[src/vdec_cfg_pkg.sv]
// package: register offsets, field layouts and reset values of the decoder configuration bank
package vdec_cfg_pkg;
   localparam int unsigned DW = 12;
   // register indices; the printed sub-addresses are not all multiples of four
   localparam logic [8:0] IDX_INPUT_SELECT   = 9'h021;
   localparam logic [8:0] IDX_START_POS      = 9'h022;
   localparam logic [8:0] IDX_LUMA_DELAY     = 9'h023;
   localparam logic [8:0] IDX_CIP_MATCH      = 9'h027;
   localparam logic [8:0] IDX_COMB_CTRL      = 9'h028;
   localparam logic [8:0] IDX_HELPER_DELAY   = 9'h029;
   localparam logic [8:0] IDX_GFX_SCAN       = 9'h02f;
   localparam logic [8:0] IDX_SATURATION     = 9'h030;
   localparam logic [8:0] IDX_KILL_LEVEL     = 9'h039;
   localparam logic [8:0] IDX_KILL_HYST      = 9'h03a;
   localparam logic [8:0] IDX_COMB_TEST      = 9'h055;
   localparam logic [8:0] IDX_HUE            = 9'h0dc;
   localparam logic [8:0] IDX_HELPER_AUTO    = 9'h16c;
   localparam logic [8:0] IDX_GAIN_SEL       = 9'h17a;
   localparam logic [8:0] IDX_HELPER_MULT    = 9'h17d;
   // own control registers
   localparam logic [8:0] IDX_STD_SELECT     = 9'h020;
   localparam logic [8:0] IDX_SCALER_MODE    = 9'h040;
   localparam logic [8:0] IDX_COMPLETE_ACK   = 9'h041;
   localparam int unsigned IDX_W = 9;
   localparam int unsigned BYTE_SHIFT = 2;

   // reset values
   localparam logic [11:0] RST_INPUT_SELECT = 12'h444;
   localparam logic [11:0] RST_START_POS    = 12'h000;
   localparam logic [11:0] RST_LUMA_DELAY   = 12'h000;
   localparam logic [11:0] RST_CIP_MATCH    = 12'h009;
   localparam logic [11:0] RST_COMB_CTRL    = 12'h0e7;
   localparam logic [11:0] RST_HELPER_DELAY = 12'h000;
   localparam logic [11:0] RST_GFX_SCAN     = 12'h000;
   localparam logic [11:0] RST_SATURATION   = 12'h816;
   localparam logic [11:0] RST_KILL_LEVEL   = 12'h019;
   localparam logic [11:0] RST_KILL_HYST    = 12'h005;
   localparam logic [11:0] RST_COMB_TEST    = 12'h000;
   localparam logic [11:0] RST_HUE          = 12'h000;
   localparam logic [11:0] RST_HELPER_AUTO  = 12'h000;
   localparam logic [11:0] RST_GAIN_SEL     = 12'h637;
   localparam logic [11:0] RST_HELPER_MULT  = 12'h500;
   localparam logic [11:0] RST_STD_SELECT   = 12'h000;

   // field positions and masks
   localparam int unsigned BIT_DONE        = 11;
   localparam int unsigned BIT_NOTCH_KIND  = 7;
   localparam int unsigned BIT_LOWPASS     = 8;
   localparam int unsigned BIT_GFX_ENABLE  = 10;
   localparam int unsigned BIT_GAIN_FUNC   = 11;
   localparam int unsigned BIT_DC_REJECT   = 2;
   localparam logic [11:0] MASK_LUMA_DELAY = 12'hfc0;
   localparam logic [11:0] MASK_CIP_MATCH  = 12'hfc0;
   localparam logic [11:0] MASK_COMB_TEST  = 12'h004;
   localparam logic [11:0] MASK_GFX_SCAN   = 12'hc03;
   localparam logic [11:0] SAT_RESERVED    = 12'hfff;
   localparam logic [11:0] SAT_MAX         = 12'hffe;
   localparam logic [1:0]  AUTO_ENABLE     = 2'h1;
   localparam logic [11:0] ZERO12          = 12'h000;
   localparam logic [2:0]  INIT_CYCLES     = 3'h4;

   // live settings handed to the video datapath
   typedef struct packed {
      logic        secam_notch_kind;
      logic        luma_lowpass_enable;
      logic [1:0]  input_mux;
      logic        chroma_input;
      logic [1:0]  if_comp;
      logic [1:0]  chroma_bw;
      logic [11:0] active_start_position;
      logic [5:0]  luma_delay_adjust;
      logic [5:0]  cip_delay;
      logic [11:0] helper_line_delay;
      logic        helper_delay_active;
      logic [1:0]  graphics_scan_rate;
      logic        graphics_enable;
      logic [1:0]  comb_notch_select;
      logic [1:0]  diag_dot_reduce;
      logic [1:0]  horiz_difference_gain;
      logic [1:0]  vert_difference_gain;
      logic [3:0]  vertical_peaking_gain;
      logic        peaking_dc_reject_enable;
      logic [11:0] chroma_saturation;
      logic        gain_function_select;
      logic [10:0] helper_gain;
      logic [10:0] chroma_atten;
      logic [3:0]  mult_exponent;
      logic [6:0]  mult_mantissa;
      logic [10:0] colour_kill_level;
      logic        colour_kill_enable;
      logic        helper_auto_enable;
      logic [9:0]  helper_auto_fields;
      logic [11:0] hue_angle;
      logic        hue_active;
   } vdec_ctrl_t;
endpackage

[src/cfg_reg.sv]
// one config word with reset value and writable-bit mask
`timescale 1ns/100ps
module cfg_reg #(
   parameter logic [11:0] RESET_VAL = 12'h000,
   parameter logic [11:0] WMASK     = 12'hfff
) (
   input  wire logic        pclk,
   input  wire logic        presetn,
   input  wire logic        we,
   input  wire logic [11:0] wdata,
   output logic      [11:0] q
);
   logic [11:0] q_ff;
   wire  [11:0] nxt_q = we ? (wdata & WMASK) : q_ff;

   always_ff @(posedge pclk or negedge presetn) begin
      if (!presetn) q_ff <= RESET_VAL;
      else          q_ff <= nxt_q;
   end
   assign q = q_ff;
endmodule

[src/video_decoder_config_regs.sv]
// top: apb register bank and live settings of the video decoder configuration
`timescale 1ns/100ps
module video_decoder_config_regs
   import vdec_cfg_pkg::*;
(
   input  wire logic                    pclk,
   input  wire logic                    presetn,
   input  wire logic                    psel,
   input  wire logic                    penable,
   input  wire logic                    pwrite,
   input  wire logic [11:0]             paddr,
   input  wire logic [31:0]             pwdata,
   input  wire logic                    helper_mode,
   input  wire logic                    ntsc_mode,
   output logic                         pready,
   output logic      [31:0]             prdata,
   output logic                         pslverr,
   output vdec_cfg_pkg::vdec_ctrl_t     ctrl,
   output logic                         std_init_busy
);
   import vdec_cfg_pkg::*;

   //****************************************
   // bus decode
   //****************************************
   logic            pready_ff;
   logic [31:0]     prdata_ff;
   logic            pslverr_ff;
   wire             acc      = psel & penable;
   wire             wr       = acc & pwrite & pready_ff;
   wire [IDX_W-1:0] idx      = paddr[IDX_W+BYTE_SHIFT-1:BYTE_SHIFT];
   wire             aligned  = (paddr[BYTE_SHIFT-1:0] == 2'h0) & (paddr[11] == 1'b0);
   wire [11:0]      wd       = pwdata[11:0];

   wire hit_input_select  = aligned & (idx == IDX_INPUT_SELECT);
   wire hit_start  = aligned & (idx == IDX_START_POS);
   wire hit_luma   = aligned & (idx == IDX_LUMA_DELAY);
   wire hit_cip    = aligned & (idx == IDX_CIP_MATCH);
   wire hit_comb   = aligned & (idx == IDX_COMB_CTRL);
   wire hit_hdly   = aligned & (idx == IDX_HELPER_DELAY);
   wire hit_gfx    = aligned & (idx == IDX_GFX_SCAN);
   wire hit_sat    = aligned & (idx == IDX_SATURATION);
   wire hit_kill   = aligned & (idx == IDX_KILL_LEVEL);
   wire hit_khy    = aligned & (idx == IDX_KILL_HYST);
   wire hit_ctst   = aligned & (idx == IDX_COMB_TEST);
   wire hit_hue    = aligned & (idx == IDX_HUE);
   wire hit_hauto  = aligned & (idx == IDX_HELPER_AUTO);
   wire hit_gain   = aligned & (idx == IDX_GAIN_SEL);
   wire hit_mult   = aligned & (idx == IDX_HELPER_MULT);
   wire hit_std    = aligned & (idx == IDX_STD_SELECT);
   wire hit_scm    = aligned & (idx == IDX_SCALER_MODE);
   wire hit_ack    = aligned & (idx == IDX_COMPLETE_ACK);
   wire hit_any    = hit_input_select | hit_start | hit_luma | hit_cip | hit_comb | hit_hdly
                   | hit_gfx | hit_sat | hit_kill | hit_khy | hit_ctst | hit_hue
                   | hit_hauto | hit_gain | hit_mult | hit_std | hit_scm | hit_ack;

   // reserved saturation code is refused, register keeps old value
   wire sat_bad    = (wd == SAT_RESERVED);

   //****************************************
   // plain storage
   //****************************************
   logic [11:0] r_start, r_luma, r_cip, r_comb, r_hdly, r_sat, r_kill, r_khy;
   logic [11:0] r_ctst, r_hue, r_hauto, r_gain, r_mult, r_std, r_scm;

   cfg_reg #(.RESET_VAL(RST_START_POS), .WMASK(12'hfff)) u_start (
      .pclk(pclk), .presetn(presetn), .we(wr & hit_start), .wdata(wd), .q(r_start));
   cfg_reg #(.RESET_VAL(RST_LUMA_DELAY), .WMASK(MASK_LUMA_DELAY)) u_luma (
      .pclk(pclk), .presetn(presetn), .we(wr & hit_luma), .wdata(wd), .q(r_luma));
   cfg_reg #(.RESET_VAL(RST_CIP_MATCH), .WMASK(12'hfff)) u_cip (
      .pclk(pclk), .presetn(presetn), .we(wr & hit_cip), .wdata(wd), .q(r_cip));
   cfg_reg #(.RESET_VAL(RST_COMB_CTRL), .WMASK(12'hfff)) u_comb (
      .pclk(pclk), .presetn(presetn), .we(wr & hit_comb), .wdata(wd), .q(r_comb));
   cfg_reg #(.RESET_VAL(RST_HELPER_DELAY), .WMASK(12'hfff)) u_hdly (
      .pclk(pclk), .presetn(presetn), .we(wr & hit_hdly), .wdata(wd), .q(r_hdly));
   cfg_reg #(.RESET_VAL(RST_SATURATION), .WMASK(12'hfff)) u_sat (
      .pclk(pclk), .presetn(presetn), .we(wr & hit_sat & !sat_bad), .wdata(wd), .q(r_sat));
   cfg_reg #(.RESET_VAL(RST_KILL_LEVEL), .WMASK(12'hfff)) u_kill (
      .pclk(pclk), .presetn(presetn), .we(wr & hit_kill), .wdata(wd), .q(r_kill));
   cfg_reg #(.RESET_VAL(RST_KILL_HYST), .WMASK(12'hfff)) u_khy (
      .pclk(pclk), .presetn(presetn), .we(wr & hit_khy), .wdata(wd), .q(r_khy));
   cfg_reg #(.RESET_VAL(RST_COMB_TEST), .WMASK(MASK_COMB_TEST)) u_ctst (
      .pclk(pclk), .presetn(presetn), .we(wr & hit_ctst), .wdata(wd), .q(r_ctst));
   cfg_reg #(.RESET_VAL(RST_HUE), .WMASK(12'hfff)) u_hue (
      .pclk(pclk), .presetn(presetn), .we(wr & hit_hue), .wdata(wd), .q(r_hue));
   cfg_reg #(.RESET_VAL(RST_HELPER_AUTO), .WMASK(12'hfff)) u_hauto (
      .pclk(pclk), .presetn(presetn), .we(wr & hit_hauto), .wdata(wd), .q(r_hauto));
   cfg_reg #(.RESET_VAL(RST_GAIN_SEL), .WMASK(12'hfff)) u_gain (
      .pclk(pclk), .presetn(presetn), .we(wr & hit_gain), .wdata(wd), .q(r_gain));
   cfg_reg #(.RESET_VAL(RST_HELPER_MULT), .WMASK(12'hfff)) u_mult (
      .pclk(pclk), .presetn(presetn), .we(wr & hit_mult), .wdata(wd), .q(r_mult));
   cfg_reg #(.RESET_VAL(RST_STD_SELECT), .WMASK(12'hfff)) u_std (
      .pclk(pclk), .presetn(presetn), .we(wr & hit_std), .wdata(wd), .q(r_std));
   cfg_reg #(.RESET_VAL(RST_STD_SELECT), .WMASK(12'hfff)) u_scm (
      .pclk(pclk), .presetn(presetn), .we(wr & hit_scm), .wdata(wd), .q(r_scm));

   //****************************************
   // input select and standard init
   //****************************************
   typedef enum logic [1:0] {INIT_IDLE, INIT_RUN} init_state_t;
   init_state_t state_ff, nxt_state;
   logic [2:0]  init_cnt_ff;
   logic [2:0]  nxt_init_cnt;
   logic [10:0] input_select_ff;
   logic        done_ff;
   logic        start_apply_ff;
   logic        busy_ff;

   wire input_select_wr  = wr & hit_input_select;
   // the standard setup is shared, so an input-select write or a standard write restarts it
   wire init_go   = input_select_wr | (wr & hit_std);
   wire init_last = (state_ff == INIT_RUN) & (init_cnt_ff == 3'h1);

   always_comb begin
      nxt_state    = state_ff;
      nxt_init_cnt = init_cnt_ff;
      case (state_ff)
         INIT_IDLE: begin
            if (init_go) begin
               nxt_state    = INIT_RUN;
               nxt_init_cnt = INIT_CYCLES;
            end
         end
         INIT_RUN: begin
            if (init_go) begin
               nxt_init_cnt = INIT_CYCLES;
            end else if (init_cnt_ff == 3'h1) begin
               nxt_state    = INIT_IDLE;
               nxt_init_cnt = 3'h0;
            end else begin
               nxt_init_cnt = init_cnt_ff - 3'h1;
            end
         end
         default: begin
            nxt_state    = INIT_IDLE;
            nxt_init_cnt = 3'h0;
         end
      endcase
   end

   // done flag: cleared by the write, set when setup completes; completion wins over ack
   wire nxt_done = (init_last & !init_go) ? 1'b1 :
                   (init_go | (wr & hit_ack)) ? 1'b0 : done_ff;

   always_ff @(posedge pclk or negedge presetn) begin
      if (!presetn) begin
         state_ff    <= INIT_IDLE;
         init_cnt_ff <= 3'h0;
         input_select_ff    <= RST_INPUT_SELECT[10:0];
         done_ff     <= 1'b0;
         busy_ff     <= 1'b0;
      end else begin
         state_ff    <= nxt_state;
         init_cnt_ff <= nxt_init_cnt;
         if (input_select_wr) input_select_ff <= wd[10:0];
         done_ff     <= nxt_done;
         busy_ff     <= (nxt_state == INIT_RUN);
      end
   end

   // start position is latched into the live setting only on these writes
   wire apply_start = wr & (hit_std | hit_scm);
   always_ff @(posedge pclk or negedge presetn) begin
      if (!presetn) start_apply_ff <= 1'b0;
      else          start_apply_ff <= apply_start;
   end

   //****************************************
   // graphics scan register
   //****************************************
   logic [11:0] gfx_ff;
   // hardware clears bit 11 whenever enable is zero, including after a write
   wire [11:0] gfx_w   = wd & MASK_GFX_SCAN;
   wire [11:0] gfx_src = (wr & hit_gfx) ? gfx_w : gfx_ff;
   wire [11:0] nxt_gfx = gfx_src[BIT_GFX_ENABLE] ? gfx_src
                       : {1'b0, gfx_src[10:0]};
   always_ff @(posedge pclk or negedge presetn) begin
      if (!presetn) gfx_ff <= RST_GFX_SCAN;
      else          gfx_ff <= nxt_gfx;
   end

   //****************************************
   // live settings
   //****************************************
   vdec_ctrl_t nxt_ctrl;
   vdec_ctrl_t ctrl_ff;
   always_comb begin
      nxt_ctrl                          = ctrl_ff;
      nxt_ctrl.input_mux                = input_select_ff[1:0];
      nxt_ctrl.chroma_input             = input_select_ff[2];
      nxt_ctrl.if_comp                  = input_select_ff[4:3];
      nxt_ctrl.chroma_bw                = input_select_ff[6:5];
      nxt_ctrl.secam_notch_kind         = input_select_ff[BIT_NOTCH_KIND];
      nxt_ctrl.luma_lowpass_enable      = input_select_ff[BIT_LOWPASS];
      if (start_apply_ff) nxt_ctrl.active_start_position = r_start;
      nxt_ctrl.luma_delay_adjust        = r_luma[11:6];
      nxt_ctrl.cip_delay                = r_cip[11:6];
      nxt_ctrl.helper_line_delay        = r_hdly;
      nxt_ctrl.helper_delay_active      = helper_mode;
      nxt_ctrl.graphics_scan_rate       = gfx_ff[1:0];
      nxt_ctrl.graphics_enable          = gfx_ff[BIT_GFX_ENABLE];
      nxt_ctrl.comb_notch_select        = r_comb[1:0];
      nxt_ctrl.diag_dot_reduce          = r_comb[3:2];
      nxt_ctrl.horiz_difference_gain    = r_comb[5:4];
      nxt_ctrl.vert_difference_gain     = ~r_comb[7:6];
      nxt_ctrl.vertical_peaking_gain    = r_comb[11:8];
      nxt_ctrl.peaking_dc_reject_enable = r_ctst[BIT_DC_REJECT];
      nxt_ctrl.chroma_saturation        = r_sat;
      nxt_ctrl.gain_function_select     = r_gain[BIT_GAIN_FUNC];
      // unused function sees zero so only one gain path is live
      nxt_ctrl.helper_gain  = r_gain[BIT_GAIN_FUNC] ? 11'h000 : r_gain[10:0];
      nxt_ctrl.chroma_atten = r_gain[BIT_GAIN_FUNC] ? r_gain[10:0] : 11'h000;
      nxt_ctrl.mult_exponent            = r_mult[10:7];
      nxt_ctrl.mult_mantissa            = r_mult[6:0];
      nxt_ctrl.colour_kill_level        = r_kill[10:0];
      nxt_ctrl.colour_kill_enable       = (r_kill[10:0] != 11'h000);
      nxt_ctrl.helper_auto_enable       = (r_hauto != ZERO12)
                                        & (r_hauto[1:0] == AUTO_ENABLE);
      nxt_ctrl.helper_auto_fields       = r_hauto[11:2];
      nxt_ctrl.hue_angle                = r_hue;
      nxt_ctrl.hue_active               = ntsc_mode;
   end

   always_ff @(posedge pclk or negedge presetn) begin
      if (!presetn) ctrl_ff <= '0;
      else          ctrl_ff <= nxt_ctrl;
   end
   assign ctrl          = ctrl_ff;
   assign std_init_busy = busy_ff;

   //****************************************
   // read mux
   //****************************************
   wire [11:0] rd_word =
        hit_input_select ? {done_ff, input_select_ff} :
        hit_start ? r_start :
        hit_luma  ? r_luma  :
        hit_cip   ? r_cip   :
        hit_comb  ? r_comb  :
        hit_hdly  ? r_hdly  :
        hit_gfx   ? gfx_ff  :
        hit_sat   ? r_sat   :
        hit_kill  ? r_kill  :
        hit_khy   ? r_khy   :
        hit_ctst  ? r_ctst  :
        hit_hue   ? r_hue   :
        hit_hauto ? r_hauto :
        hit_gain  ? r_gain  :
        hit_mult  ? r_mult  :
        hit_std   ? r_std   :
        hit_scm   ? r_scm   : ZERO12;

   //****************************************
   // bus answer
   //****************************************
   // answer built in the setup cycle, so the access cycle needs no wait state
   wire setup_ph = psel & !penable;
   wire rd_err   = !hit_any | (pwrite & hit_sat & sat_bad);
   always_ff @(posedge pclk or negedge presetn) begin
      if (!presetn) begin
         pready_ff  <= 1'b0;
         prdata_ff  <= 32'h00000000;
         pslverr_ff <= 1'b0;
      end else begin
         pready_ff  <= setup_ph;
         prdata_ff  <= setup_ph ? {20'h00000, rd_word} : 32'h00000000;
         pslverr_ff <= setup_ph & rd_err;
      end
   end
   assign pready  = pready_ff;
   assign prdata  = prdata_ff;
   assign pslverr = pslverr_ff;

   //****************************************
   // checks
   //****************************************
   AST_INIT_DONE: assert property (@(posedge pclk) disable iff (!presetn)
      (input_select_wr && state_ff == INIT_IDLE) |=> (state_ff == INIT_RUN) ##4 done_ff)
      else $error("input select write did not complete setup in time");
   AST_INIT_BUSY: assert property (@(posedge pclk) disable iff (!presetn)
      init_go |=> std_init_busy)
      else $error("setup not busy after restart write");
   AST_NOTCH_KIND: assert property (@(posedge pclk) disable iff (!presetn)
      input_select_wr |-> ##2 (ctrl_ff.secam_notch_kind == input_select_ff[BIT_NOTCH_KIND]))
      else $error("notch kind not taken from input select");
   AST_LOWPASS: assert property (@(posedge pclk) disable iff (!presetn)
      input_select_wr |-> ##2 (ctrl_ff.luma_lowpass_enable == input_select_ff[BIT_LOWPASS]))
      else $error("lowpass enable not taken from input select");
   AST_SAT_ERR: assert property (@(posedge pclk) disable iff (!presetn)
      (setup_ph && pwrite && hit_sat && sat_bad) |=> pslverr)
      else $error("reserved saturation write not flagged");
   AST_ATTEN_OFF: assert property (@(posedge pclk) disable iff (!presetn)
      (wr && hit_gain && !wd[BIT_GAIN_FUNC]) |-> ##2 (ctrl_ff.chroma_atten == 11'h000))
      else $error("attenuation live while helper gain selected");
   AST_KILL_ON: assert property (@(posedge pclk) disable iff (!presetn)
      (wr && hit_kill && wd[10:0] != 11'h000) |-> ##2 ctrl_ff.colour_kill_enable)
      else $error("killer off at nonzero level");
   AST_AUTO_OFF: assert property (@(posedge pclk) disable iff (!presetn)
      (wr && hit_hauto && wd == ZERO12) |-> ##2 !ctrl_ff.helper_auto_enable)
      else $error("auto helper disable on at zero");
   AST_DONE_CLR: assert property (@(posedge pclk) disable iff (!presetn)
      input_select_wr |=> !done_ff)
      else $error("done bit not cleared by input select write");
   AST_START_HOLD: assert property (@(posedge pclk) disable iff (!presetn)
      (!$past(start_apply_ff) && $past(presetn)) |-> $stable(ctrl_ff.active_start_position))
      else $error("start position changed without standard or scaler write");
   AST_LUMA_RSV: assert property (@(posedge pclk) disable iff (!presetn)
      r_luma[5:0] == 6'h00)
      else $error("luma delay reserved bits not zero");
   AST_GFX_CLR: assert property (@(posedge pclk) disable iff (!presetn)
      !gfx_ff[BIT_GFX_ENABLE] |-> !gfx_ff[11])
      else $error("graphics bit 11 set while disabled");
   AST_SAT_RSV: assert property (@(posedge pclk) disable iff (!presetn)
      r_sat != SAT_RESERVED)
      else $error("reserved saturation code stored");
   AST_GAIN_SEL: assert property (@(posedge pclk) disable iff (!presetn)
      (wr && hit_gain && wd[BIT_GAIN_FUNC]) |-> ##2 (ctrl_ff.helper_gain == 11'h000))
      else $error("helper gain live while attenuation selected");
   AST_KILL_OFF: assert property (@(posedge pclk) disable iff (!presetn)
      (wr && hit_kill && wd[10:0] == 11'h000) |-> ##2 !ctrl_ff.colour_kill_enable)
      else $error("killer enabled at zero level");
endmodule

[config.mk]
export PLATFORM = sky130hd
export DESIGN_NAME = video_decoder_config_regs
export DESIGN_NICKNAME = d
export VERILOG_FILES = /design/src/vdec_cfg_pkg.sv /design/src/cfg_reg.sv /design/src/video_decoder_config_regs.sv
export SDC_FILE = /design/constraint.sdc
export NUM_CORES = 1
export LEC_CHECK = 0
export BUFFER_PORTS_ARGS = -buffer_cell sky130_fd_sc_hd__buf_2
export CORE_ASPECT_RATIO = 0.5
export CORE_MARGIN = 2
export CORE_UTILIZATION = 46
export CTS_CLUSTER_SIZE = 28
export DETAILED_ROUTE_END_ITERATION = 8
export PLACE_DENSITY_LB_ADDON = 0.3
export SYNTH_ARGS = -nofsm -noshare
export SYNTH_HDL_FRONTEND = slang
export SYNTH_SLANG_ARGS = --single-unit
[constraint.sdc]
create_clock -name pclk -period 5.6 [get_ports pclk]
set_clock_uncertainty 0.1 [all_clocks]
set_input_delay 0.84 -clock pclk [delete_from_list [all_inputs] [get_ports pclk]]
set_output_delay 0.84 -clock pclk [all_outputs]
set_load 0.02 [all_outputs]
After elaboration in Yosys (flattened, before gate mapping)

Index checks and enable logic that the tools add are counted.

Bits in registers: 352
Latch bits: 0
Memory bits (writable): 0
ROM bits: 0
Input bits: 51
Output and inout bits: 179
Memories kept: 0

$add $sub $neg: 1
Multipliers: 0
Div/mod/pow operators: 0
Order comparisons: 0
Eq/ne operators: 25
Shift operators: 0
Mux-type cells: 32
Bitwise logic cells: 72
Reductions and logical operators: 9

Operators by type and width:

| operator             | number |
|---|---|
| $mux 12              | 20 |
| $eq 9x6->1 const B   | 11 |
| $and 1x1->1          | 49 |
| $eq 9x7->1 const B   | 3 |
| $eq 9x9->1 const B   | 3 |
| $mux 11              | 2 |
| $or 1x1->1           | 21 |
| $eq 12x12->1 const B | 1 |
| $reduce_bool 12->1   | 1 |
| $reduce_bool 11->1   | 1 |
| $eq 9x8->1 const B   | 1 |
| $mux 3               | 3 |
| $eq 2x1->1 const B   | 3 |
| $mux 2               | 3 |
| $pmux 3 s2           | 1 |
| $logic_not 1->1      | 4 |
| $logic_not 2->1      | 2 |
| $pmux 2 s2           | 1 |
| $eq 3x1->1 const B   | 1 |
| $sub 3x1->3 const B  | 1 |
| $mux 1               | 2 |
| $ne 2x1->1 const B   | 1 |
| $ne 2x2->1 const B   | 1 |
| $not 2->2            | 1 |
| 2 further kinds      | 2 |

Longest topological paths before layout

Gate-level depths: netlist of the first run.

Word-level depth: 23
Mapped depth: 10
Gate-level depth less buffers: 6

Cells and area by module

Synthesis of the first run repeated with hierarchy kept, for this count alone.

Cell total of the unflattened synthesis: 1028
Area, all modules: 14378.8 µm²

Modules (own cells, without submodules):

| module                    | instances | cells an instance | area each (µm²) | sequential area each (µm²) |
|---|---|---|---|---|
| video_decoder_config_regs | 1         | 669               | 7624.8          | 4533.1 |
| cfg_reg at u_hauto ...    | 6         | 25                | 484.2           | 300.3 |
| cfg_reg at u_cip ...      | 3         | 25                | 486.7           | 302.8 |
| cfg_reg at u_gain         | 1         | 25                | 493.0           | 309.0 |
| cfg_reg at u_comb         | 1         | 25                | 491.7           | 307.8 |
| cfg_reg at u_sat          | 1         | 25                | 489.2           | 305.3 |
| cfg_reg at u_kill         | 1         | 25                | 488.0           | 304.0 |
| cfg_reg at u_luma         | 1         | 20                | 300.3           | 150.1 |
| cfg_reg at u_ctst         | 1         | 14                | 126.4           | 25.0 |

Worst setup path before layout of the first run

Ideal clock, no wire load.

Kind: input to register
Start: input paddr[1]
End: register u_hue.q_ff[10] (netlist: u_hue.q[10])
Library setup time: 0.125 ns
Arrival time: 2.943 ns
Required time: 5.375 ns
Slack: 2.432 ns
Stages on the path: 7
Buffers on the path: 3
Path through: or4_1 > buf_2 > or4b_1 > buf_2 > nor2_1 > buf_2 > mux2_2

Word-level cells in the longest chain between the ends: 4

Ends and longest elaborated chain:

| what                 | RTL line                        | text |
|---|---|---|
| from (decl)          | video_decoder_config_regs.sv:11 | `input wire logic [11:0] paddr,` |
| $logic_not 2->1      | video_decoder_config_regs.sv:32 | `wire aligned = (paddr[BYTE_SHIFT-1:0] == 2'h0) & (paddr[11] == 1'b0);` |
| $and 1x1->1          | video_decoder_config_regs.sv:32 |  |
| $and 1x1->1          | video_decoder_config_regs.sv:46 | `wire hit_hue = aligned & (idx == IDX_HUE);` |
| $and 1x1->1          | video_decoder_config_regs.sv:85 | `.pclk(pclk), .presetn(presetn), .we(wr & hit_hue), .wdata(wd), .q(r_hue));` |
| to (signal assigned) | cfg_reg.sv:18                   | `else q_ff <= nxt_q;` |
| to (decl)            | cfg_reg.sv:13                   | `logic [11:0] q_ff;` |

No other way between the ends.
A chain may end at the register's enable or synchronous reset.

Worst setup path after layout of the first run

Start: input paddr[3]
End: register prdata_ff[0] (netlist: prdata[0])

Word-level cells in the longest chain between the ends: 20
Elaborated cells between the ends (all ways): 52
Those cells by class: eq/ne: 17; mux: 18; bitwise: 17

Ends and longest elaborated chain:

| what                 | RTL line                         | text |
|---|---|---|
| $eq 9x7->1           | video_decoder_config_regs.sv:51  | `wire hit_scm = aligned & (idx == IDX_SCALER_MODE);` |
| $and 1x1->1          | video_decoder_config_regs.sv:51  |  |
| $mux 12              | video_decoder_config_regs.sv:251 | `hit_scm ? r_scm : ZERO12;` |
| $mux 12              | video_decoder_config_regs.sv:250 | `hit_std ? r_std :` |
| $mux 12              | video_decoder_config_regs.sv:249 | `hit_mult ? r_mult :` |
| $mux 12              | video_decoder_config_regs.sv:248 | `hit_gain ? r_gain :` |
| $mux 12              | video_decoder_config_regs.sv:247 | `hit_hauto ? r_hauto :` |
| $mux 12              | video_decoder_config_regs.sv:246 | `hit_hue ? r_hue :` |
| [4 not listed]       | --                               |  |
| $mux 12              | video_decoder_config_regs.sv:241 | `hit_gfx ? gfx_ff :` |
| $mux 12              | video_decoder_config_regs.sv:240 | `hit_hdly ? r_hdly :` |
| $mux 12              | video_decoder_config_regs.sv:239 | `hit_comb ? r_comb :` |
| $mux 12              | video_decoder_config_regs.sv:238 | `hit_cip ? r_cip :` |
| $mux 12              | video_decoder_config_regs.sv:237 | `hit_luma ? r_luma :` |
| $mux 12              | video_decoder_config_regs.sv:236 | `hit_start ? r_start :` |
| $mux 12 (*)          | video_decoder_config_regs.sv:235 | `hit_input_select ? {done_ff, input_select_ff} :` |
| $mux 12 (*)          | video_decoder_config_regs.sv:266 | `prdata_ff <= setup_ph ? {20'h00000, rd_word} : 32'h00000000;` |
| to (signal assigned) | video_decoder_config_regs.sv:266 |  |
| to (decl)            | video_decoder_config_regs.sv:27  | `logic [31:0] prdata_ff;` |

Mark *: on every way between the ends. The rest lies on a longest branch, timed or not.

==> impl_metrics.json, run 1 <==
{
  "setup_viol": 0,
  "grt_pass1_vias": 9859,
  "drt_iter0_drc": 903,
  "worst_pin_slew_ns": 1.04,
  "status": "finished, final reports clean",
  "clkLatencyLatePin_ns": 0.58,
  "grtUsageTotal": 0.274,
  "slew_headroom": 0.306,
  "crit_path_end_kind": "flip-flop",
  "synth-xor-area-share": 0.000626,
  "core.rowCount": 45,
  "hpwl_um": 30200,
  "irDropWorstVdd_v": 0.000221,
  "maxCapViolations": 0,
  "syn_inst": 1080,
  "die_area_um2": 31900,
  "hold_ws_ns": 0.239,
  "final_hold_viol_count": 0,
  "synth_compound_area_frac": 0.100,
  "finalCritPeriodShare": 0.653,
  "fin_util": 0.544,
  "min_path_type": "primary input to async pin",
  "syn_area_um2": 14000,
  "ys_ff_latch": 344,
  "postCtsSetupBuffers": 0,
  "cts_tree": "built",
  "area_growth_pct": 17.1,
  "ios": 230,
  "routedWlPerCell_um": 26.0,
  "r2r_start": "pready$_DFF_PN0_",
  "grt_pass1_wl_um": 64500,
  "synthAdderAreaFrac": 0.00179,
  "grt_antenna_before_repair": 4,
  "fin_crit_ns": 3.65,
  "cts.repair.resized": 0,
  "fin_total_pwr_mw": 4.96,
  "largest_reg_flops": 144,
  "critPathLaunch": "paddr[3]",
  "die_y_um": 127,
  "synth_flop_cell": "dfrtp_1",
  "path_clk_slew_ns": 0.07,
  "h-tree-depth": 1,
  "num_vias": 9943,
  "maxSlewViolCount": 0,
  "num-fill-cells": 2539,
  "fin_area_um2": 16400,
  "firstDrtPassIters": 5,
  "seq_area_frac_synth": 0.618,
  "synth_edf_count": 0,
  "tns_ns": 0,
  "wirelength_um": 43600,
  "place_area_um2": 15300,
  "insertedDiodeCount": 0,
  "port_buffers": 189,
  "grt_overflow_total": 0,
  "gp_congestion": 0.942,
  "cts_root_buf": "clkbuf_16",
  "required_ns": 6.00,
  "max_freq_mhz": 274,
  "cts_sinks": 344,
  "synth_top_family_by_area": "multiplexers",
  "p_leak_nw": 8.24,
  "multiInputGateArea_um2": 4930,
  "yosysWarnings": 0,
  "synth_cell_types": 74,
  "synth-simple-area-share": 0.0913,
  "drtAntennaViolNets": 0,
  "rsz0062_at_grt": "false",
  "num-nets-final": 1306,
  "crit_arrival_ns": 4.06,
  "synthMuxAreaShare": 0.151,
  "powerDensity_nw_per_um2": 303,
  "numCtsBuffers": 30,
  "avgSynthCellArea_um2": 13.0,
  "crit_fanout": 39,
  "crit_type": "primary input to flip-flop",
  "drive_gt1_frac": 0.390,
  "die_x_um": 251,
  "core_um2": 30100,
  "startpoint_type": "primary input",
  "clock_path_buffers": 3,
  "seq_area_um2": 8640,
  "grt_start_max_net_pins": 129,
  "route.detailed.drc": 0,
  "hold_buffers": 0,
  "start_util": 0.465,
  "viasPerCell": 5.93,
  "async_reset_ff_frac": 1.00
}
-- cells in the final DEF (no fill, tap or decap), types with 21 or more instances in the layout --
| master | Yosys | final |
|---|---|---|
| clkbuf_16 | 0 | 31 |
| buf_2 | 12 | 188 |
| dfrtp_1 | 315 | 315 |
| buf_4 | 20 | 27 |
| nor2b_1 | 21 | 21 |
| nor2_1 | 41 | 41 |
| nand2_1 | 49 | 49 |
| conb_1 | 1 | 21 |
| a21oi_1 | 33 | 33 |
| o21ai_0 | 39 | 39 |
| a22oi_1 | 23 | 23 |
| mux2_2 | 186 | 186 |
| dfstp_2 | 29 | 29 |
-- synthesized netlist by cell type, types with 3 or more instances --
master / instances / area [µm²]
o2111a_1: 3 / 33.8
or3_1: 6 / 37.5
or4b_2: 4 / 40.0
o22a_1: 3 / 26.3
a32oi_1: 5 / 43.8
o211ai_1: 5 / 37.5
a31oi_1: 12 / 75.1
nand4bb_1: 3 / 33.8
a22oi_1: 23 / 173
nand4_1: 9 / 56.3
dfrtp_1: 315 / 7880
a221o_1: 4 / 40.0
or4_1: 3 / 22.5
nor4_1: 10 / 62.6
buf_1: 5 / 18.8
o32ai_1: 3 / 26.3
nand2_1: 49 / 184
o21ai_0: 39 / 195
and4b_1: 4 / 40.0
nand3_1: 16 / 80.1
nor3_1: 18 / 90.1
o2bb2ai_1: 8 / 70.1
a21oi_1: 33 / 165
and2_1: 13 / 81.3
clkbuf_1: 58 / 218
dfstp_2: 29 / 762
mux2_2: 186 / 2090
a2111oi_0: 4 / 35.0
nor2_1: 41 / 154
inv_1: 15 / 56.3
nand4b_1: 4 / 35.0
buf_4: 20 / 150
nor4bb_1: 3 / 30.0
o22ai_1: 15 / 93.8
nor2b_1: 21 / 131
a2bb2oi_1: 4 / 35.0
o2111ai_1: 6 / 52.6
a211oi_1: 4 / 30.0
o31ai_1: 4 / 30.0
buf_2: 12 / 60.1
nand2b_1: 13 / 81.3
-- stage by stage --
step	cells	setup slack (ns)
after CTS	1676	2.05
after global routing	1676	1.88
final	1676	1.95
after floorplan	1100	2.43
after detailed placement	1620	1.44
after global placement	1620	1.50
-- worst paths after layout --
path | slack [ns] | endpoint | cells after the start
max | 1.95 | prdata[0]$_DFF_PN0_ | 7
min | 0.24 | ctrl[121]$_DFF_PN0_ | 1
max reg2reg | 2.90 | u_hue.q[5]$_DFFE_PN0P_ | 3
min reg2reg | 0.30 | ctrl[15]$_DFF_PN0_ | 0
max in group asynchronous | 3.93 | u_hauto.q[10]$_DFFE_PN0P_ | 2
min in group pclk | 0.27 | ctrl[98]$_DFF_PN0_ | 1
-- cells by family after synthesis --
kind of cell	after synthesis
AND/OR/NAND/NOR	231
buffers and inverters	111
multiplexers	188
adder cells (fa/ha/maj)	2
AO/OA/AOI/OAI	202
flip-flops	344
XOR/XNOR	1
other	1
-- power by group --
group | total (mW) | switching [mW] | leakage, nW | internal [mW]
logic | 0.224 | 0.182 | 3.08 | 0.0413
registers | 2.49 | 0.00178 | 4.64 | 2.49
clock network | 2.24 | 0.960 | 0.524 | 1.28
-- critical path, stage by stage --
cell and delay, ns:
buf_2 0.35, nand4bb_1 0.52, or4_1 0.95, and2_1 0.36, o21a_1 0.13, o41ai_1 0.71
o2bb2ai_1 0.19
-- metal layers --
metal	vias up	share of wire	track usage
li1	4243	-	-
met1	5202	0.45	0.405
met2	423	0.45	0.417
met3	75	0.077	0.0511
met4	0	0.026	0.0708
met5	-	0	0
-- layout make-up --
class	count	share of cell area
Tap cell	399	0.0305
Inverter	15	0.00344
Clock inverter	15	0.0121
Multi-Input combinational cell	645	0.301
Timing Repair Buffer	217	0.0719
Clock buffer	41	0.0533
Sequential cell	344	0.528
No activity file was read; power rests on OpenSTA's default activity.
==> run 2: changes to the inputs <==
- clock period: 5.6 -> 3.1 ns (I/O delays scaled with it)
==> run 2 against run 1 <==
  * Global-route usage rose by 1.1 points
  * Via count rose by 1.6%
  * Cell area rose by 3.9%
  * Worst hold slack got worse by 0.076 ns
  * Setup slack got worse by 1.6 ns
  * Sequential share of layout area fell by 2.0 points
  * Routed wire length rose by 3.8%
  * Critical path type unchanged
  * Core utilization rose by 2.1 points
==> impl_metrics.json, run 2 (synthesis gave the netlist of run 1 again) <==
{
  "crit_chain": "buf_2 -> nand4bb_1 -> or4b_1 -> nand3_1 -> a2111oi_1 -> o31ai_1 -> o211a_1",
  "multiInputGateArea_um2": 4930,
  "cts_root_buf": "clkbuf_16",
  "cp_top_family": "compound AO/OA/AOI/OAI gates",
  "viasPerCell": 5.76,
  "fin_crit_ns": 2.74,
  "wirelength_um": 45300,
  "p_int_mw": 6.95,
  "ios": 230,
  "cts_sinks": 344,
  "hpwl_um": 32300,
  "comb_power_share": 0.051,
  "maxCapViolations": 0,
  "final_common_cell": "dfrtp_1",
  "crit_path_end_kind": "flip-flop",
  "grtUsageTotal": 0.285,
  "place_area_um2": 15900,
  "dp.cells": 1694,
  "grt_overflow_total": 0,
  "clkLatencyLatePin_ns": 0.58,
  "seq_area_um2": 8640,
  "largest_reg_flops": 144,
  "rsz0062_at_grt": "false",
  "cts_tree": "built",
  "worst_pin_slew_ns": 1.34,
  "min_path_type": "primary input to flip-flop",
  "finalCritPeriodShare": 0.884,
  "core_um2": 30100,
  "slowest_stage": "a2111oi_1",
  "routedWlPerCell_um": 25.8,
  "switching_share": 0.230,
  "start_util": 0.465,
  "cts.repair.resized": 0,
  "final_hold_viol_count": 0,
  "fin_cells": 1753,
  "fin_area_um2": 17000,
  "grt_pass1_wl_um": 66800,
  "power_frac_clock": 0.450,
  "drt_iter0_drc": 877,
  "port_buffers": 189,
  "fin_util": 0.565,
  "status": "finished, final reports clean",
  "route.detailed.drc": 0,
  "critPathMaxStageDelay_ns": 1.17,
  "maxSlewViolCount": 0,
  "p_leak_nw": 8.63,
  "insertedDiodeCount": 0,
  "drive_gt1_frac": 0.422,
  "grt_antenna_before_repair": 1,
  "slew_headroom": 0.104,
  "grt_pass1_vias": 10400,
  "max_freq_mhz": 365,
  "powerDensity_nw_per_um2": 530,
  "irDropWorstVdd_v": 0.000368,
  "area_growth_pct": 21.7,
  "startpoint_type": "primary input",
  "crit_arrival_ns": 3.11,
  "seqPwrFrac": 0.498,
  "crit_type": "primary input to flip-flop",
  "setup_viol": 0,
  "core.rowCount": 45,
  "drtAntennaViolNets": 0,
  "layout_common_cells": "dfrtp_1 (315), buf_2 (188), mux2_2 (186)",
  "hold_ws_ns": 0.163,
  "path_clk_slew_ns": 0.06,
  "cp_num_buf_inv": 1,
  "h-tree-depth": 1,
  "clock_path_buffers": 3,
  "num-fill-cells": 2489,
  "p_switching_mw": 2.07,
  "die_area_um2": 31900,
  "numCtsBuffers": 30,
  "grt_start_max_net_pins": 80,
  "firstDrtPassIters": 5,
  "hold_buffers": 3,
  "gp_congestion": 1.01,
  "num-nets-final": 1383,
  "crit_fanout": 11,
  "postCtsSetupBuffers": 0,
  "die_y_um": 127,
  "num_vias": 10100,
  "die_x_um": 251,
  "required_ns": 3.47
}
run 2: final timing paths:
| path | from | end | slack [ns] | cells after the start |
|---|---|---|---|---|
| min | pwdata[0] | u_kill.q[0]$_DFFE_PN1P_ | 0.16 | 2 |
| min in group asynchronous | presetn | u_cip.q[2]$_DFFE_PN0P_ | 0.35 | 2 |
| max in group asynchronous | presetn | u_gain.q[4]$_DFFE_PN1P_ | 1.70 | 3 |
| max | paddr[3] | prdata[7]$_DFF_PN0_ | 0.36 | 7 |
| min reg2reg | u_hauto.q[8]$_DFFE_PN0P_ | ctrl[19]$_DFF_PN0_ | 0.31 | 0 |
| max reg2reg | u_kill.q[7]$_DFFE_PN0P_ | prdata[7]$_DFF_PN0_ | 0.59 | 5 |
run 2: power by group through the flow:
stage / clock network (mW) / logic [mW] / registers, mW
after floorplan: 0 / 0.183 / 4.59
after global placement: 0 / 0.449 / 4.58
after detailed placement: 0 / 0.454 / 4.58
after CTS: 4.11 / 0.458 / 4.50
after global routing: 4.32 / 0.495 / 4.49
final: 4.06 / 0.463 / 4.50
run 2: layout make-up:
type / instances / area share
inverters: 15 / 0.00331
clock buffers: 43 / 0.0523
well taps: 399 / 0.0293
repair buffers: 294 / 0.107
flip-flops and latches: 344 / 0.508
clock inverters: 13 / 0.0104
multi-input cells: 645 / 0.290
run 2: stage by stage:
stage | TNS [ns] | worst slack, ns | total power, mW
detailed placement | -1.31 | -0.115 | 5.03
CTS | 0 | 0.463 | 9.07
global route | 0 | 0.178 | 9.31
floorplan | 0 | 0.307 | 4.77
global placement | -0.0705 | -0.0285 | 5.03
finish | 0 | 0.359 | 9.02
run 2: per-layer routing:
| metal | vias up | GRT usage | part of all wire | wire length [µm] |
|---|---|---|---|---|
| li1 | 4381 | - | - | - |
| met1 | 5303 | 0.401 | 0.44 | 19900 |
| met2 | 344 | 0.437 | 0.45 | 20400 |
| met3 | 73 | 0.0799 | 0.083 | 3740 |
| met4 | 2 | 0.0726 | 0.025 | 1150 |
| met5 | - | 0.0271 | 0.0026 | 118 |
